--- config.mk ---
export PLATFORM = sky130hd
export DESIGN_NAME = bo_assist
export DESIGN_NICKNAME = d
export VERILOG_FILES = /design/src/verilog/bo_pkg.sv /design/src/verilog/bo_area.sv /design/src/verilog/bo_assist.sv
export SDC_FILE = /design/constraint.sdc
export NUM_CORES = 1
export LEC_CHECK = 0
export BUFFER_PORTS_ARGS = -buffer_cell sky130_fd_sc_hd__buf_2
export CAP_MARGIN = 0
export CORE_MARGIN = 4
export CORE_UTILIZATION = 56
export DETAILED_ROUTE_END_ITERATION = 16
export GPL_TIMING_DRIVEN = 1
export PLACE_DENSITY_LB_ADDON = 0.12
export SYNTH_ARGS = -nofsm -noshare
export SYNTH_HDL_FRONTEND = slang
export SYNTH_HIERARCHICAL = 1
export SYNTH_SLANG_ARGS = --single-unit
--- constraint.sdc ---
create_clock -name i_mclk -period 2.75 [get_ports i_mclk]
set_clock_uncertainty 0.2 [all_clocks]
set_input_delay 0.6875 -clock i_mclk [delete_from_list [all_inputs] [get_ports i_mclk]]
set_output_delay 0.6875 -clock i_mclk [all_outputs]
set_load 0.005 [all_outputs]
--- src/verilog/bo_pkg.sv ---
package bo_pkg;

  // ****************************************************************
  // Sizes
  // ****************************************************************
  localparam int unsigned NUM_EP = 5;
  localparam int unsigned CBW_DEPTH = 31;
  localparam int unsigned CSW_DEPTH = 13;
  localparam logic [5:0] CBW_LEN = 6'(CBW_DEPTH);
  localparam logic [5:0] CNT_SAT = 6'(CBW_DEPTH + 1);
  localparam logic [4:0] CBW_PTR_LAST = 5'(CBW_DEPTH - 1);
  localparam logic [4:0] CSW_PTR_LAST = 5'(CSW_DEPTH - 1);
  localparam logic [3:0] CSW_IDX_LAST = 4'(CSW_DEPTH - 1);

  // ****************************************************************
  // Register map
  // ****************************************************************
  localparam logic [7:0] ADDR_CONFIG = 8'h00;
  localparam logic [7:0] ADDR_CONTROL = 8'h01;
  localparam logic [7:0] ADDR_STATUS = 8'h02;
  localparam logic [7:0] ADDR_CBW_PTR = 8'h03;
  localparam logic [7:0] ADDR_CBW_DATA = 8'h04;
  localparam logic [7:0] ADDR_CSW_PTR = 8'h05;
  localparam logic [7:0] ADDR_CSW_DOOR = 8'h06;

  localparam int unsigned CTL_CMD_MODE = 0;
  localparam int unsigned CTL_STS_MODE = 1;

  localparam int unsigned ST_CMD_CMP = 0;
  localparam int unsigned ST_CMD_LEN = 1;
  localparam int unsigned ST_CMD_ERR = 2;
  localparam int unsigned ST_CMD_TRAN = 3;
  localparam int unsigned ST_STS_CMP = 4;
  localparam int unsigned ST_STS_ERR = 5;

  localparam logic [4:0] CONFIG_RST = 5'h00;
  localparam logic [1:0] CONTROL_RST = 2'h0;
  localparam logic [5:0] STATUS_RST = 6'h00;
  localparam logic [4:0] PTR_RST = 5'h00;

  // ****************************************************************
  // Carriers
  // ****************************************************************
  typedef struct packed {
    logic valid;
    logic [2:0] ep;
    logic [7:0] data;
    logic done;
    logic ok;
    logic stall;
  } bo_rx_t;

  typedef struct packed {
    logic token;
    logic ack;
    logic noack;
    logic [2:0] ep;
  } bo_in_t;

  typedef struct packed {
    logic valid;
    logic last;
    logic [7:0] data;
  } bo_tx_t;

  typedef enum logic [2:0] {
    TX_IDLE = 3'b001,
    TX_SEND = 3'b010,
    TX_WAIT = 3'b100
  } bo_tx_state_t;

endpackage : bo_pkg
--- src/verilog/bo_area.sv ---
`timescale 1ns/1ps
module bo_area #(
  parameter int unsigned DEPTH = 31,
  parameter bit STAGED = 1'b1
) (
  input wire logic i_mclk,
  input wire logic i_resetn,
  input wire logic i_wr_en,
  input wire logic [4:0] i_wr_idx,
  input wire logic [7:0] i_wr_data,
  input wire logic i_commit,
  input wire logic [4:0] i_rd_idx,
  output logic [7:0] o_rd_data
);

  // ****************************************************************
  // Entries
  // ****************************************************************
  // Staged areas keep the last good packet visible until commit
  wire [DEPTH-1:0][7:0] vis_w;

  genvar g;
  generate
    for (g = 0; g < DEPTH; g++) begin : g_ent
      logic [7:0] stage_r;
      logic [7:0] stage_nxt;
      logic [7:0] vis_r;
      logic [7:0] vis_nxt;
      always_comb begin
        stage_nxt = stage_r;
        if (i_wr_en && (i_wr_idx == 5'(g))) begin
          stage_nxt = i_wr_data;
        end
        vis_nxt = vis_r;
        if (!STAGED || i_commit) begin
          vis_nxt = stage_nxt;
        end
      end
      always_ff @(posedge i_mclk or negedge i_resetn) begin
        if (!i_resetn) begin
          stage_r <= 8'h00;
          vis_r <= 8'h00;
        end else begin
          stage_r <= stage_nxt;
          vis_r <= vis_nxt;
        end
      end
      assign vis_w[g] = vis_r;
    end
  endgenerate

  assign o_rd_data = (i_rd_idx < 5'(DEPTH)) ? vis_w[i_rd_idx] : 8'h00;

endmodule : bo_area

--- src/verilog/bo_assist.sv ---
`timescale 1ns/1ps
// Contract
// - Endpoint enable bit turns on command capture for that OUT endpoint.
// - Enabled endpoint with command mode set treats OUT data as a command.
// - Exactly 31 bytes: store, flag complete, clear both mode bits.
// - Other lengths: discard, flag length error, clear both mode bits.
// - Forced stall answered with STALL: flag error, clear both mode bits.
// - Transaction error: discard, flag it, mode bits unchanged.
// - Captured command bytes are readable through a memory read port.
// - Endpoint enable bit turns on status send for that IN endpoint.
// - Status mode set: answer IN with 13 bytes from status area.
// - ACK after status: flag complete, clear status mode, set command mode.
// - No ACK: flag error, keep status mode, set command mode.
// - Both modes active: resend status on IN, accept command on OUT.
// - Status area is written through a memory write door.
// - Active wrapper traffic uses wrapper areas, not the endpoint FIFO.
module bo_assist (
  input wire logic i_mclk,
  input wire logic i_resetn,
  input wire logic [7:0] i_addr,
  input wire logic [7:0] i_wdata,
  input wire logic i_wr,
  input wire logic i_rd,
  output logic [7:0] o_rdata,
  input wire bo_pkg::bo_rx_t i_rx,
  input wire logic [4:0] i_forced_stall,
  input wire bo_pkg::bo_in_t i_in,
  input wire logic i_tx_ready,
  output bo_pkg::bo_tx_t o_tx,
  output logic [4:0] o_out_redirect,
  output logic [4:0] o_in_redirect
);

  // ****************************************************************
  // Registers and decode
  // ****************************************************************
  logic [4:0] cfg_r, cfg_nxt;
  logic [1:0] ctl_r, ctl_nxt;
  logic [5:0] sts_r, sts_nxt;
  logic [4:0] cbw_ptr_r, cbw_ptr_nxt;
  logic [4:0] csw_ptr_r, csw_ptr_nxt;
  logic [5:0] cnt_r, cnt_nxt;
  logic [7:0] rdata_r, rdata_nxt;
  logic [4:0] out_redir_r, out_redir_nxt;
  logic [4:0] in_redir_r, in_redir_nxt;
  bo_pkg::bo_tx_state_t state_r, state_nxt;
  logic [3:0] idx_r, idx_nxt;
  bo_pkg::bo_tx_t tx_r, tx_nxt;

  logic rx_ep_ok, in_ep_ok, cap_on, in_on;
  logic ev_cmd_ok, ev_cmd_len, ev_cmd_stall, ev_cmd_tran;
  logic ev_sts_ack, ev_sts_noack;
  logic cbw_wr, door_wr, cbw_rd_step;
  logic [5:0] sts_clr, sts_set;
  logic [7:0] cbw_rd_data, csw_rd_data;

  assign rx_ep_ok = (i_rx.ep < 3'(bo_pkg::NUM_EP));
  assign in_ep_ok = (i_in.ep < 3'(bo_pkg::NUM_EP));
  assign cap_on = rx_ep_ok && cfg_r[i_rx.ep] && ctl_r[bo_pkg::CTL_CMD_MODE];
  assign in_on = in_ep_ok && cfg_r[i_in.ep] && ctl_r[bo_pkg::CTL_STS_MODE];

  // ****************************************************************
  // Packet outcomes
  // ****************************************************************
  // Packet end is a beat of its own, after the last data byte
  assign ev_cmd_ok = cap_on && i_rx.done && i_rx.ok && (cnt_r == bo_pkg::CBW_LEN);
  assign ev_cmd_len = cap_on && i_rx.done && i_rx.ok && (cnt_r != bo_pkg::CBW_LEN);
  assign ev_cmd_tran = cap_on && i_rx.done && !i_rx.ok;
  assign ev_cmd_stall = cap_on && i_rx.stall && i_forced_stall[i_rx.ep];
  assign ev_sts_ack = (state_r == bo_pkg::TX_WAIT) && i_in.ack;
  assign ev_sts_noack = (state_r == bo_pkg::TX_WAIT) && !i_in.ack && i_in.noack;

  // Bytes past 31 are not stored; the count saturates so they still fail length
  assign cbw_wr = cap_on && i_rx.valid && (cnt_r < bo_pkg::CBW_LEN);
  assign door_wr = i_wr && (i_addr == bo_pkg::ADDR_CSW_DOOR);
  assign cbw_rd_step = i_rd && (i_addr == bo_pkg::ADDR_CBW_DATA);
  assign sts_clr = (i_wr && (i_addr == bo_pkg::ADDR_STATUS)) ? i_wdata[5:0] : 6'h00;

  always_comb begin
    sts_set = 6'h00;
    sts_set[bo_pkg::ST_CMD_CMP] = ev_cmd_ok;
    sts_set[bo_pkg::ST_CMD_LEN] = ev_cmd_len;
    sts_set[bo_pkg::ST_CMD_ERR] = ev_cmd_stall;
    sts_set[bo_pkg::ST_CMD_TRAN] = ev_cmd_tran;
    sts_set[bo_pkg::ST_STS_CMP] = ev_sts_ack;
    sts_set[bo_pkg::ST_STS_ERR] = ev_sts_noack;
  end

  always_comb begin
    cfg_nxt = cfg_r;
    ctl_nxt = ctl_r;
    cbw_ptr_nxt = cbw_ptr_r;
    csw_ptr_nxt = csw_ptr_r;
    cnt_nxt = cnt_r;
    rdata_nxt = 8'h00;
    if (i_wr) begin
      unique case (i_addr)
        bo_pkg::ADDR_CONFIG: cfg_nxt = i_wdata[4:0];
        bo_pkg::ADDR_CONTROL: ctl_nxt = i_wdata[1:0];
        bo_pkg::ADDR_CBW_PTR: cbw_ptr_nxt = i_wdata[4:0];
        bo_pkg::ADDR_CSW_PTR: csw_ptr_nxt = i_wdata[4:0];
        default: ;
      endcase
    end
    if (door_wr) begin
      csw_ptr_nxt = (csw_ptr_r >= bo_pkg::CSW_PTR_LAST) ? bo_pkg::PTR_RST : csw_ptr_r + 5'h01;
    end
    if (cbw_rd_step) begin
      cbw_ptr_nxt = (cbw_ptr_r >= bo_pkg::CBW_PTR_LAST) ? bo_pkg::PTR_RST : cbw_ptr_r + 5'h01;
    end
    if (i_rd) begin
      unique case (i_addr)
        bo_pkg::ADDR_CONFIG: rdata_nxt = {3'h0, cfg_r};
        bo_pkg::ADDR_CONTROL: rdata_nxt = {6'h00, ctl_r};
        bo_pkg::ADDR_STATUS: rdata_nxt = {2'h0, sts_r};
        bo_pkg::ADDR_CBW_PTR: rdata_nxt = {3'h0, cbw_ptr_r};
        bo_pkg::ADDR_CBW_DATA: rdata_nxt = cbw_rd_data;
        bo_pkg::ADDR_CSW_PTR: rdata_nxt = {3'h0, csw_ptr_r};
        default: rdata_nxt = 8'h00;
      endcase
    end
    // Hardware mode updates win over a firmware write in the same cycle
    if (ev_cmd_ok || ev_cmd_len || ev_cmd_stall) begin
      ctl_nxt = 2'h0;
    end
    if (ev_sts_ack) begin
      ctl_nxt[bo_pkg::CTL_STS_MODE] = 1'b0;
    end
    if (ev_sts_ack || ev_sts_noack) begin
      ctl_nxt[bo_pkg::CTL_CMD_MODE] = 1'b1;
    end
    // Set beats clear so no event is lost
    sts_nxt = (sts_r & ~sts_clr) | sts_set;
    if (cap_on && i_rx.valid && (cnt_r < bo_pkg::CNT_SAT)) begin
      cnt_nxt = cnt_r + 6'h01;
    end
    if ((rx_ep_ok && (i_rx.done || i_rx.stall)) || !ctl_r[bo_pkg::CTL_CMD_MODE]) begin
      cnt_nxt = 6'h00;
    end
    out_redir_nxt = cfg_nxt & {5{ctl_nxt[bo_pkg::CTL_CMD_MODE]}};
    in_redir_nxt = cfg_nxt & {5{ctl_nxt[bo_pkg::CTL_STS_MODE]}};
  end

  always_ff @(posedge i_mclk or negedge i_resetn) begin
    if (!i_resetn) begin
      cfg_r <= bo_pkg::CONFIG_RST;
      ctl_r <= bo_pkg::CONTROL_RST;
      sts_r <= bo_pkg::STATUS_RST;
      cbw_ptr_r <= bo_pkg::PTR_RST;
      csw_ptr_r <= bo_pkg::PTR_RST;
      cnt_r <= 6'h00;
      rdata_r <= 8'h00;
      out_redir_r <= 5'h00;
      in_redir_r <= 5'h00;
    end else begin
      cfg_r <= cfg_nxt;
      ctl_r <= ctl_nxt;
      sts_r <= sts_nxt;
      cbw_ptr_r <= cbw_ptr_nxt;
      csw_ptr_r <= csw_ptr_nxt;
      cnt_r <= cnt_nxt;
      rdata_r <= rdata_nxt;
      out_redir_r <= out_redir_nxt;
      in_redir_r <= in_redir_nxt;
    end
  end

  // ****************************************************************
  // Wrapper areas
  // ****************************************************************
  bo_area #(.DEPTH(bo_pkg::CBW_DEPTH), .STAGED(1'b1)) u_cbw_area (
    .i_mclk(i_mclk),
    .i_resetn(i_resetn),
    .i_wr_en(cbw_wr),
    .i_wr_idx(cnt_r[4:0]),
    .i_wr_data(i_rx.data),
    .i_commit(ev_cmd_ok),
    .i_rd_idx(cbw_ptr_r),
    .o_rd_data(cbw_rd_data)
  );

  bo_area #(.DEPTH(bo_pkg::CSW_DEPTH), .STAGED(1'b0)) u_csw_area (
    .i_mclk(i_mclk),
    .i_resetn(i_resetn),
    .i_wr_en(door_wr),
    .i_wr_idx(csw_ptr_r),
    .i_wr_data(i_wdata),
    .i_commit(1'b0),
    .i_rd_idx({1'b0, idx_nxt}),
    .o_rd_data(csw_rd_data)
  );

  // ****************************************************************
  // Status sender
  // ****************************************************************
  // Status mode stays set after a missing ACK, so a retried IN resends
  always_comb begin
    state_nxt = state_r;
    idx_nxt = idx_r;
    tx_nxt = tx_r;
    unique case (state_r)
      bo_pkg::TX_IDLE: begin
        if (i_in.token && in_on) begin
          state_nxt = bo_pkg::TX_SEND;
          idx_nxt = 4'h0;
          tx_nxt.valid = 1'b1;
          tx_nxt.last = 1'b0;
        end
      end
      bo_pkg::TX_SEND: begin
        if (i_tx_ready) begin
          if (tx_r.last) begin
            state_nxt = bo_pkg::TX_WAIT;
            tx_nxt.valid = 1'b0;
            tx_nxt.last = 1'b0;
          end else begin
            idx_nxt = idx_r + 4'h1;
            tx_nxt.last = (idx_nxt == bo_pkg::CSW_IDX_LAST);
          end
        end
      end
      bo_pkg::TX_WAIT: begin
        if (i_in.ack || i_in.noack) begin
          state_nxt = bo_pkg::TX_IDLE;
        end
      end
    endcase
    tx_nxt.data = tx_nxt.valid ? csw_rd_data : 8'h00;
  end

  always_ff @(posedge i_mclk or negedge i_resetn) begin
    if (!i_resetn) begin
      state_r <= bo_pkg::TX_IDLE;
      idx_r <= 4'h0;
      tx_r <= '0;
    end else begin
      state_r <= state_nxt;
      idx_r <= idx_nxt;
      tx_r <= tx_nxt;
    end
  end

  assign o_rdata = rdata_r;
  assign o_tx = tx_r;
  assign o_out_redirect = out_redir_r;
  assign o_in_redirect = in_redir_r;

  // ****************************************************************
  // Checks
  // ****************************************************************
  logic sts_evt_same;
  logic [5:0] sts_keep;
  assign sts_evt_same = ev_sts_ack || ev_sts_noack;
  assign sts_keep = sts_r & ~sts_clr;

  cmd_complete_a: assert property (@(posedge i_mclk) disable iff (!i_resetn)
    (ev_cmd_ok && !sts_evt_same) |=> (sts_r[bo_pkg::ST_CMD_CMP] && (ctl_r == 2'h0)))
    else $error("command complete not flagged or modes not cleared");

  cmd_length_a: assert property (@(posedge i_mclk) disable iff (!i_resetn)
    (ev_cmd_len && !sts_evt_same) |=>
      (sts_r[bo_pkg::ST_CMD_LEN] && !sts_r[bo_pkg::ST_CMD_CMP] && (ctl_r == 2'h0)))
    else $error("length error not flagged or modes not cleared");

  cmd_stall_a: assert property (@(posedge i_mclk) disable iff (!i_resetn)
    (ev_cmd_stall && !sts_evt_same) |=> (sts_r[bo_pkg::ST_CMD_ERR] && (ctl_r == 2'h0)))
    else $error("stall error not flagged or modes not cleared");

  cmd_tran_a: assert property (@(posedge i_mclk) disable iff (!i_resetn)
    (ev_cmd_tran && !i_wr && !sts_evt_same && !ev_cmd_stall) |=>
      (sts_r[bo_pkg::ST_CMD_TRAN] && (ctl_r == $past(ctl_r)) && (cnt_r == 6'h00)))
    else $error("transaction error changed modes or was not flagged");

  csw_length_a: assert property (@(posedge i_mclk) disable iff (!i_resetn)
    (state_r == bo_pkg::TX_IDLE && i_in.token && in_on) |=>
      (o_tx.valid && !o_tx.last && idx_r == 4'h0)
      ##0 (o_tx.valid && (!o_tx.last || idx_r == bo_pkg::CSW_IDX_LAST)))
    else $error("status packet did not start at byte 0");

  csw_last_a: assert property (@(posedge i_mclk) disable iff (!i_resetn)
    (o_tx.valid && o_tx.last) |-> (idx_r == bo_pkg::CSW_IDX_LAST))
    else $error("status packet last byte not the thirteenth");

  sts_complete_a: assert property (@(posedge i_mclk) disable iff (!i_resetn)
    (ev_sts_ack && !ev_cmd_ok && !ev_cmd_len && !ev_cmd_stall) |=>
      (sts_r[bo_pkg::ST_STS_CMP] && !ctl_r[bo_pkg::CTL_STS_MODE]
       && ctl_r[bo_pkg::CTL_CMD_MODE] && state_r == bo_pkg::TX_IDLE))
    else $error("status complete handling wrong");

  sts_error_a: assert property (@(posedge i_mclk) disable iff (!i_resetn)
    (ev_sts_noack && !i_wr && !ev_cmd_ok && !ev_cmd_len && !ev_cmd_stall) |=>
      (sts_r[bo_pkg::ST_STS_ERR] && (ctl_r == 2'h3)))
    else $error("status error handling wrong");

  flag_sticky_a: assert property (@(posedge i_mclk) disable iff (!i_resetn)
    1'b1 |=> ((sts_r & $past(sts_keep)) == $past(sts_keep)))
    else $error("status flag dropped without firmware clear");

  redirect_map_a: assert property (@(posedge i_mclk) disable iff (!i_resetn)
    (o_out_redirect == (cfg_r & {5{ctl_r[bo_pkg::CTL_CMD_MODE]}}))
    && (o_in_redirect == (cfg_r & {5{ctl_r[bo_pkg::CTL_STS_MODE]}})))
    else $error("redirect outputs disagree with enable and mode");

  door_step_a: assert property (@(posedge i_mclk) disable iff (!i_resetn)
    (door_wr && csw_ptr_r < bo_pkg::CSW_PTR_LAST) |=> (csw_ptr_r == $past(csw_ptr_r) + 5'h01))
    else $error("write door pointer did not advance");

endmodule : bo_assist

---- After elaboration in Yosys (flattened, before gate mapping) ----
Index checks and enable logic that the tools add are counted.
Widths: inputs -> output; s select.
word-level totals
  bits in registers ....................... 664
  bits in latches ......................... 0
  memory bits (writable) .................. 0
  bits in read-only memories .............. 0
  bits of input ports ..................... 47
  output and inout port bits .............. 28
  word-level logic and storage cells ...... 334
  memories kept ........................... 0
cells by class
  add/subtract/negate cells ............... 4
  $mul .................................... 0
  div/mod/pow operators ................... 0
  magnitude comparators ................... 12
  equality and inequality tests ........... 58
  shift-type cells ........................ 0
  muxes and demuxes ....................... 78
  bitwise gates (word level) .............. 5
  reductions and logical operators ........ 88
operator list
  kind                 count
  $mux 8               37
  $eq 5x5->1 const B   15
  $logic_and 1x1->1    66
  $eq 5x4->1 const B   13
  $mux 5               10
  $pmux 8 s6           1
  $bmux 8 s5           1
  $eq 5x3->1 const B   8
  $bmux 8 s4           1
  $eq 8x3->1 const B   3
  $eq 5x2->1 const B   4
  $mux 6               3
  $eq 8x2->1 const B   2
  $mux 3               4
  $mux 4               3
  $reduce_bool 2->1    6
  $add 5x1->5 const B  2
  $and 5x5->5          2
  $eq 5x1->1 const B   2
  $logic_not 5->1      2
  $mux 2               5
  $bmux 1 s3           3
  $pmux 3 s3           1
  $eq 8x1->1 const B   1
  other kinds (32)     50

---- Logic depth before layout (Yosys ltp) ----
Gate-level depths: netlist of run 1.
  depth after elaboration ................. 12
  gate-level depth with buffers ........... 12

---- Hierarchy ----
The synthesis of run 1 kept the hierarchy.
modules (own cells, without submodules)
  module                times used  cells each  area each (um^2)  sequential area each (um^2)
  bo_area (u_cbw_area)  1           1317        20766.2           12411.9
  bo_area (u_csw_area)  1           317         4889.7            2602.5
  bo_assist             1           328         3291.9            1602.8

---- Worst setup path after synthesis of run 1 ----
OpenSTA, ideal clock, no wires.
  path type ............................... input to register
  from .................................... in i_rx[11] (netlist bit)
  to ...................................... reg u_cbw_area.g_ent[19].vis_r[7]
  setup time .............................. 0.125 ns
  arrival ................................. 3.112 ns
  data required time ...................... 2.425 ns
  path slack .............................. -0.686 ns
  stages on the path ...................... 9
  buffers on the path ..................... 1
  cell sequence ........................... buf_4 > a21oi_1 > o221ai_1 > nand2_1 > nor2_1 > nand4_1 > nor3_2 > mux2_2 > mux2_2
between the ends
  word-level cells in the longest chain between the ends .. 8
  elaborated cells on any way between the ends .. 12
  classes of those cells .................. order compare (1); mux (3); reduce/logical (8)
RTL lines
  element                                RTL line         source
  start: declaration                     bo_assist.sv:25  input wire bo_pkg::bo_rx_t i_rx,
  $bmux 1 s3                             bo_assist.sv:59  assign cap_on = rx_ep_ok && cfg_r[i_rx.ep] && ctl_r[bo_pkg::CTL_CMD_MODE];
  $mux 1 (implied by the code)           bo_assist.sv:59
  $logic_and 1x1->1 (*) (2 in a row)     bo_assist.sv:59
  $logic_and 1x1->1 (*) (2 in a row)     bo_assist.sv:74  assign cbw_wr = cap_on && i_rx.valid && (cnt_r < bo_pkg::CBW_LEN);
  via cbw_wr                             bo_assist.sv:53  logic cbw_wr, door_wr, cbw_rd_step;
  $logic_and 1x1->1 (*)                  bo_area.sv:31    if (i_wr_en && (i_wr_idx == 5'(g))) begin
  $mux 8 (*)                             bo_area.sv:31
  via u_cbw_area.g_ent[19].stage_nxt[7]  bo_area.sv:26    logic [7:0] stage_nxt;
  end signal: assignment                 bo_area.sv:45    vis_r <= vis_nxt;
  end: declaration                       bo_area.sv:27    logic [7:0] vis_r;
The timed path passes the listed nets; every way through them passes the cells marked *. The select of a mux whose other input is x is not followed.
A chain may end at the register's enable or synchronous reset.

---- Worst setup path in the final report of run 1 ----
  from .................................... reg cfg_r[0]
  to ...................................... reg u_cbw_area.g_ent[3].vis_r[5]
between the ends
  word-level cells in the longest chain between the ends .. 8
  elaborated cells on any way between the ends .. 11
  classes of those cells .................. mux (3); reduce/logical (8)
RTL lines
  element                               RTL line          source
  start: declaration                    bo_assist.sv:37   logic [4:0] cfg_r, cfg_nxt;
  start signal: assignment              bo_assist.sv:146  cfg_r <= bo_pkg::CONFIG_RST;
  start signal: assignment              bo_assist.sv:156  cfg_r <= cfg_nxt;
  $bmux 1 s3                            bo_assist.sv:59
  $mux 1 (implied by the code)          bo_assist.sv:59
  $logic_and 1x1->1 (2 in a row)        bo_assist.sv:59
  $logic_and 1x1->1 (2 in a row)        bo_assist.sv:74
  via cbw_wr                            bo_assist.sv:53
  $logic_and 1x1->1                     bo_area.sv:31
  $mux 8                                bo_area.sv:31
  via u_cbw_area.g_ent[3].stage_nxt[5]  bo_area.sv:26
  end signal: assignment                bo_area.sv:45
  end: declaration                      bo_area.sv:27
The timed path passes the listed nets, and every way through them passes these cells. The select of a mux whose other input is x is not followed.

==> flow_summary.ini, run 1 <==
[timing]
worstMarginPinSlew_ns = 1.277
setup_tns_ns = -11.25
slew_violations = 0
min_period_over_period = 1.061
fin_crit_ns = 2.917
setup_viol_count_final = 204
slew_headroom = 0.1472
setup_slack_ns = -0.1674
rsz0062_at_grt = yes
hold_viol = 0
timing.fmax_mhz = 342.8

[grt]
grt_use_total = 0.2493
grt_max_degree = 90
overflow = 0
grt_pass1_wl_um = 110000
first_global_vias = 18800
antenna_found_initial = 0

[critical_path]
cp-end-kind = flop
critPathArrivalTime_ns = 3.20
critPathTopFamily = simple AND/OR/NAND/NOR gates
crit_type = reg -> reg
path_buf_inv = 4
cp_cell_sequence = buf_6 > buf_6 > nand2b_4 > o221ai_4 > nand2_2 > nor2_4 > buf_6 > nand4b_4 > or3_4 > buf_12 > mux2_4 > mux2_4
max_stage_delay_ns = 0.40
crit_path_start_kind = flop
slowest_stage = dfrtp_1
crit_fanout = 8
cp_common_cell = buf_6
cp_data_required_time_ns = 3.03

[finish]
area_growth_syn_to_layout_pct = 26.74
drive_gt1_frac = 0.5266
final_common_cell = dfrtp_1
layout.nets = 2310
mostFrequentLayoutCells = dfrtp_1, mux2_4, mux2_2, buf_4, clkbuf_16
stdcell_area_um2 = 36690
instances_no_fill = 2996

[clock_network]
cts_sinks = 664
clockRootBuffer = clkbuf_16
tritoncts = yes
clk-insertion-delay-late_ns = 0.60
cts_buffers = 71
cts.htree.levels = 3
clk_pin_slew_ns = 0.06
clk_path_buf_depth = 3

[synthesis]
synthCells = 1962
async_flop_share = 1.000
synth_edf_count = 0
synth_cell_type_count = 78
yosysTopAreaCellShare = 0.5731
yosys_warnings = 6
synth_top_area_cell = dfrtp_1
synth_flop_cell = dfrtp_1
syn_area_per_cell_um2 = 14.75
yosys-top-cells-area = dfrtp_1, mux2_2, mux4_2, mux2i_1, mux4_1
netlist_area_um2 = 28950
seq_area_frac_synth = 0.5740
ys_seq_elements = 664
syn-num-nets = 2016

[floorplanning]
die_y_um = 235.4
io-pin-count = 75
die_area_um2 = 55390
fp-row-count = 83
start_util = 0.5654
core_area_um2 = 51200
floorplan.die.width_um = 235.4

[route]
initialDrtViolationCount = 1243
via_count = 17850
drc = 0
routedWlPerCell_um = 24.19
wl_um = 72480
viasPerCell = 5.959
first_pass_iters = 6
ant_nets = 0

[power]
p_leak_nw = 17.77
vdd_drop_max_mv = 0.4306
p_per_area_nw_per_um2 = 621.6

[place]
preCtsSetupSlack_ns = -0.5981
placed_area_um2 = 32190
routabilityCongestion = 0.8725
io_buffers = 74
dp_hpwl_um = 44410
dp.cells = 2790

[min_path]
hp-class = in -> reg

[run]
max-cap-violations = 0

[run_status]
violations = negative setup slack
status = finished with violations
[state kept, by name (all words and copies together) (netlist names), 6 cells and up, named ones only]
register,count
u_cbw_area/g_ent.stage_r,248
u_cbw_area/g_ent.vis_r,248
u_csw_area/g_ent.vis_r,88
u_csw_area/g_ent.stage_r,16
o_tx,9
o_rdata,8
cnt_r,6
sts_r,6
[final cells by class]
| cell class | instances | area [um2] |
|---|---|---|
| Sequential cell | 664 | 16620 |
| Fill cell | 3286 | 14510 |
| Multi-Input combinational cell | 1153 | 13280 |
| Timing Repair Buffer | 343 | 3322 |
| Clock buffer | 106 | 2173 |
| Tap cell | 680 | 850.8 |
| Clock inverter | 26 | 352.8 |
| Inverter | 23 | 86.33 |
| Antenna cell | 1 | 2.502 |
[cell families after synthesis]
family,Yosys count,synth area share
compound gates,147,0.03683
xor+xnor,4,0.001210
other cells,1,0.0001295
mux,725,0.3090
buf+inv,146,0.02360
fa+ha+maj,7,0.003025
simple gates,268,0.05217
flops,664,0.5740
[stage by stage]
stage	utilization	hold WS [ns]	total power [mW]
after CTS	0.6847	0.05138	22.86
after global routing	0.7166	0.06871	23.61
after floorplan	-	0.1919	11.44
after global placement	0.6287	0.2560	12.35
after detailed placement	0.6287	0.2758	12.40
final	0.7166	0.08882	22.80
[path summary, 6_finish.rpt]
| kind | start | end | slack [ns] | depth (start not counted) |
|---|---|---|---|---|
| hold / removal | i_rx[1] | sts_r[3] | 0.09 | 2 |
| hold reg to reg | sts_r[2] | sts_r[2] | 0.29 | 2 |
| setup / recovery | cfg_r[0] | u_cbw_area/g_ent[3].vis_r[5] | -0.17 | 12 |
| max in group asynchronous | i_resetn | u_cbw_area/g_ent[4].vis_r[2] | 1.03 | 3 |
| setup reg to reg | cfg_r[0] | u_cbw_area/g_ent[3].vis_r[5] | -0.17 | 12 |
| min in group asynchronous | i_resetn | o_out_redirect[1] | 0.43 | 2 |
[report_power, final]
part           switching (mW)  internal [mW]  total [mW]
Sequential              0.125           9.86        9.99
Combinational            1.46           1.18        2.64
Clock                    3.94           6.24        10.2
[repair_timing]
item,4_1_cts,5_1_grt
pin swaps,14,44
endpoints found under the hold margin,31,0
hold buffers,1,0
setup buffers,12,54
setup endpoints to repair,175,252
gates resized for setup,60,252
gates cloned,2,7
[layer usage]
layer	wire length (um)	vias to the layer above	GRT usage
met5	0	-	0
met3	3077	128	0.04452
li1	-	7790	-
met2	35090	411	0.4060
met1	32160	9524	0.3484
met4	2160	0	0.07528
[cells in the mapped netlist (all sizes together) (6+ instances only)]
cell type / number
mux2: 603
mux4: 65
o211ai: 12
nand4: 7
a22o: 17
inv: 22
nor2b: 19
clkbuf: 81
o221ai: 8
a22oi: 8
dfrtp: 663
nand2b: 15
a221oi: 16
a311oi: 7
nor3: 12
o21ai: 24
and2: 13
ha: 7
and3: 11
nand2: 75
nand3: 25
a31oi: 10
a21oi: 19
nand4b: 6
nand3b: 10
nor2: 54
buf: 41
mux2i: 57
Power figures use the tool's default switching activity.
==> run 2, diff against run 1 <==
--- a/config.mk
+++ b/config.mk
@@ -8,7 +8,7 @@
 export BUFFER_PORTS_ARGS = -buffer_cell sky130_fd_sc_hd__buf_2
 export CAP_MARGIN = 0
 export CORE_MARGIN = 4
-export CORE_UTILIZATION = 56
+export CORE_UTILIZATION = 45
 export DETAILED_ROUTE_END_ITERATION = 16
 export GPL_TIMING_DRIVEN = 1
 export PLACE_DENSITY_LB_ADDON = 0.12
==> run 2 against run 1 <==
  * Hold slack improved by 0.017 ns
  * Combinational power grew 8.0%
  * Power is 1.0% lower
  * Die area increased by 24%
  * Cell count increased by 4.8%
  * Critical path depth shrank 1
  * Worst setup slack improved by 0.083 ns
  * The flow still finishes with violations (negative setup slack)
==> flow_summary.ini, run 2 (synthesis gave the netlist of run 1 again) <==
[critical_path]
cp-end-kind = flop
crit_type = reg -> reg
crit_path_start_kind = flop
cp_data_required_time_ns = 3.05
critPathArrivalTime_ns = 3.13
rr_worst_depth = 11
crit_fanout = 4

[place]
preCtsSetupSlack_ns = -0.6122
io_buffers = 74
dp.cells = 2976
dp_hpwl_um = 47460
routabilityCongestion = 0.8163
placed_area_um2 = 32810

[power]
p_total_mw = 22.57
p_int_mw = 17.04
comb_power_share = 0.126
power_frac_seq = 0.443
vdd_drop_max_mv = 0.4474
switchingPower_mw = 5.526
swShare = 0.2449
p_per_area_nw_per_um2 = 621.9
p_leak_nw = 17.47
p_clk_frac = 0.431

[timing]
min_period_over_period = 1.031
setup_tns_ns = -1.855
fin_crit_ns = 2.834
timing.fmax_mhz = 352.8
whs_ns = 0.1059
slew_violations = 0
rsz0062_at_grt = yes
setup_slack_ns = -0.08442
worstMarginPinSlew_ns = 1.084
setup_viol_count_final = 64
slew_headroom = 0.2756
hold_viol = 0

[route]
first_pass_iters = 7
viasPerCell = 5.535
routedWlPerCell_um = 23.00
via_count = 17380
ant_nets = 0
drc = 0
initialDrtViolationCount = 1173
wl_um = 72200

[clock_network]
tritoncts = yes
clk-insertion-delay-late_ns = 0.60
clk_path_buf_depth = 3
cts.htree.levels = 3
cts_sinks = 664
clockRootBuffer = clkbuf_16
cts_buffers = 72
clk_pin_slew_ns = 0.06

[min_path]
hp-class = in -> reg
holdPathStages = 2

[run_status]
violations = negative setup slack
status = finished with violations

[finish]
area_growth_syn_to_layout_pct = 25.36
layout.nets = 2293
final_common_cell = dfrtp_1
utilization = 0.5721
mostFrequentLayoutCells = dfrtp_1, mux2_2, mux2_4, buf_4, clkbuf_16
stdcell_area_um2 = 36290
instances_no_fill = 3139
reg_top3 = u_cbw_area/g_ent.stage_r: 248 flops, u_cbw_area/g_ent.vis_r: 248 flops, u_csw_area/g_ent.vis_r: 88 flops
drive_gt1_frac = 0.5188

[grt]
grt_pass1_wl_um = 112700
grt_use_total = 0.2129
overflow = 0
grt_max_degree = 106
first_global_vias = 18910
antenna_found_initial = 0

[floorplanning]
die_y_um = 261.6
io-pin-count = 75
fp-row-count = 92
floorplan.die.width_um = 261.6
core_area_um2 = 63430
start_util = 0.4564
die_area_um2 = 68450

[run]
max-cap-violations = 0
run 2: final timing paths:
| path | start | slack (ns) | to |
|---|---|---|---|
| worst max register to register | cfg_r[1] | -0.08 | o_tx[2] |
| worst min register to register | sts_r[2] | 0.27 | sts_r[2] |
| max in group asynchronous | i_resetn | 1.05 | u_csw_area/g_ent[0].vis_r[6] |
| worst min-delay path | i_rx[1] | 0.11 | sts_r[3] |
| worst max-delay path | cfg_r[1] | -0.08 | o_tx[2] |
| min in group asynchronous | i_resetn | 0.39 | cfg_r[1] |
run 2: repair_timing:
action / CTS / global route
hold endpoints to repair: 25 / 0
cloned: 1 / 2
pin swaps: 13 / 34
hold buffers: 1 / 0
resized for setup: 38 / 131
endpoints found under the setup margin: 90 / 174
setup buffers: 15 / 18
run 2: metal layers:
layer | vias to the layer above | track usage | share of wire
li1 | 7730 | - | -
met1 | 9234 | 0.2867 | 0.45
met2 | 297 | 0.3548 | 0.49
met3 | 114 | 0.04173 | 0.039
met4 | 0 | 0.06110 | 0.026
met5 | - | 0 | 0
run 2: power groups by stage:
stage | combinational [mW] | sequential, mW | clock (mW)
6_report | 2.85 | 9.99 | 9.73
5_1_grt | 3.06 | 10.0 | 10.4
4_1_cts | 2.62 | 9.98 | 10.0
3_5_place_dp | 2.45 | 10.1 | 0
3_3_place_gp | 2.42 | 10.1 | 0
2_1_floorplan | 1.32 | 10.1 | 0
run 2: critical path, cell delays in order (launching register included):
cell and delay, ns:
dfrtp_1 0.39, mux2i_1 0.14, o22ai_1 0.10, o2111ai_2 0.25, o211ai_1 0.15, buf_4 0.19
o21ai_4 0.13, buf_12 0.16, mux4_2 0.52, a221oi_4 0.29, a311oi_1 0.07, and2_1 0.14
run 2: area by class of cell:
type                    count  area [um2]
well taps                 846        1059
inverters                  23       86.33
clock inverters            16       191.4
fillers                  4981       27140
multi-input cells        1153       12870
repair buffers            325        3251
flip-flops and latches    664       16630
diodes                      1       2.502
clock buffers             111        2202
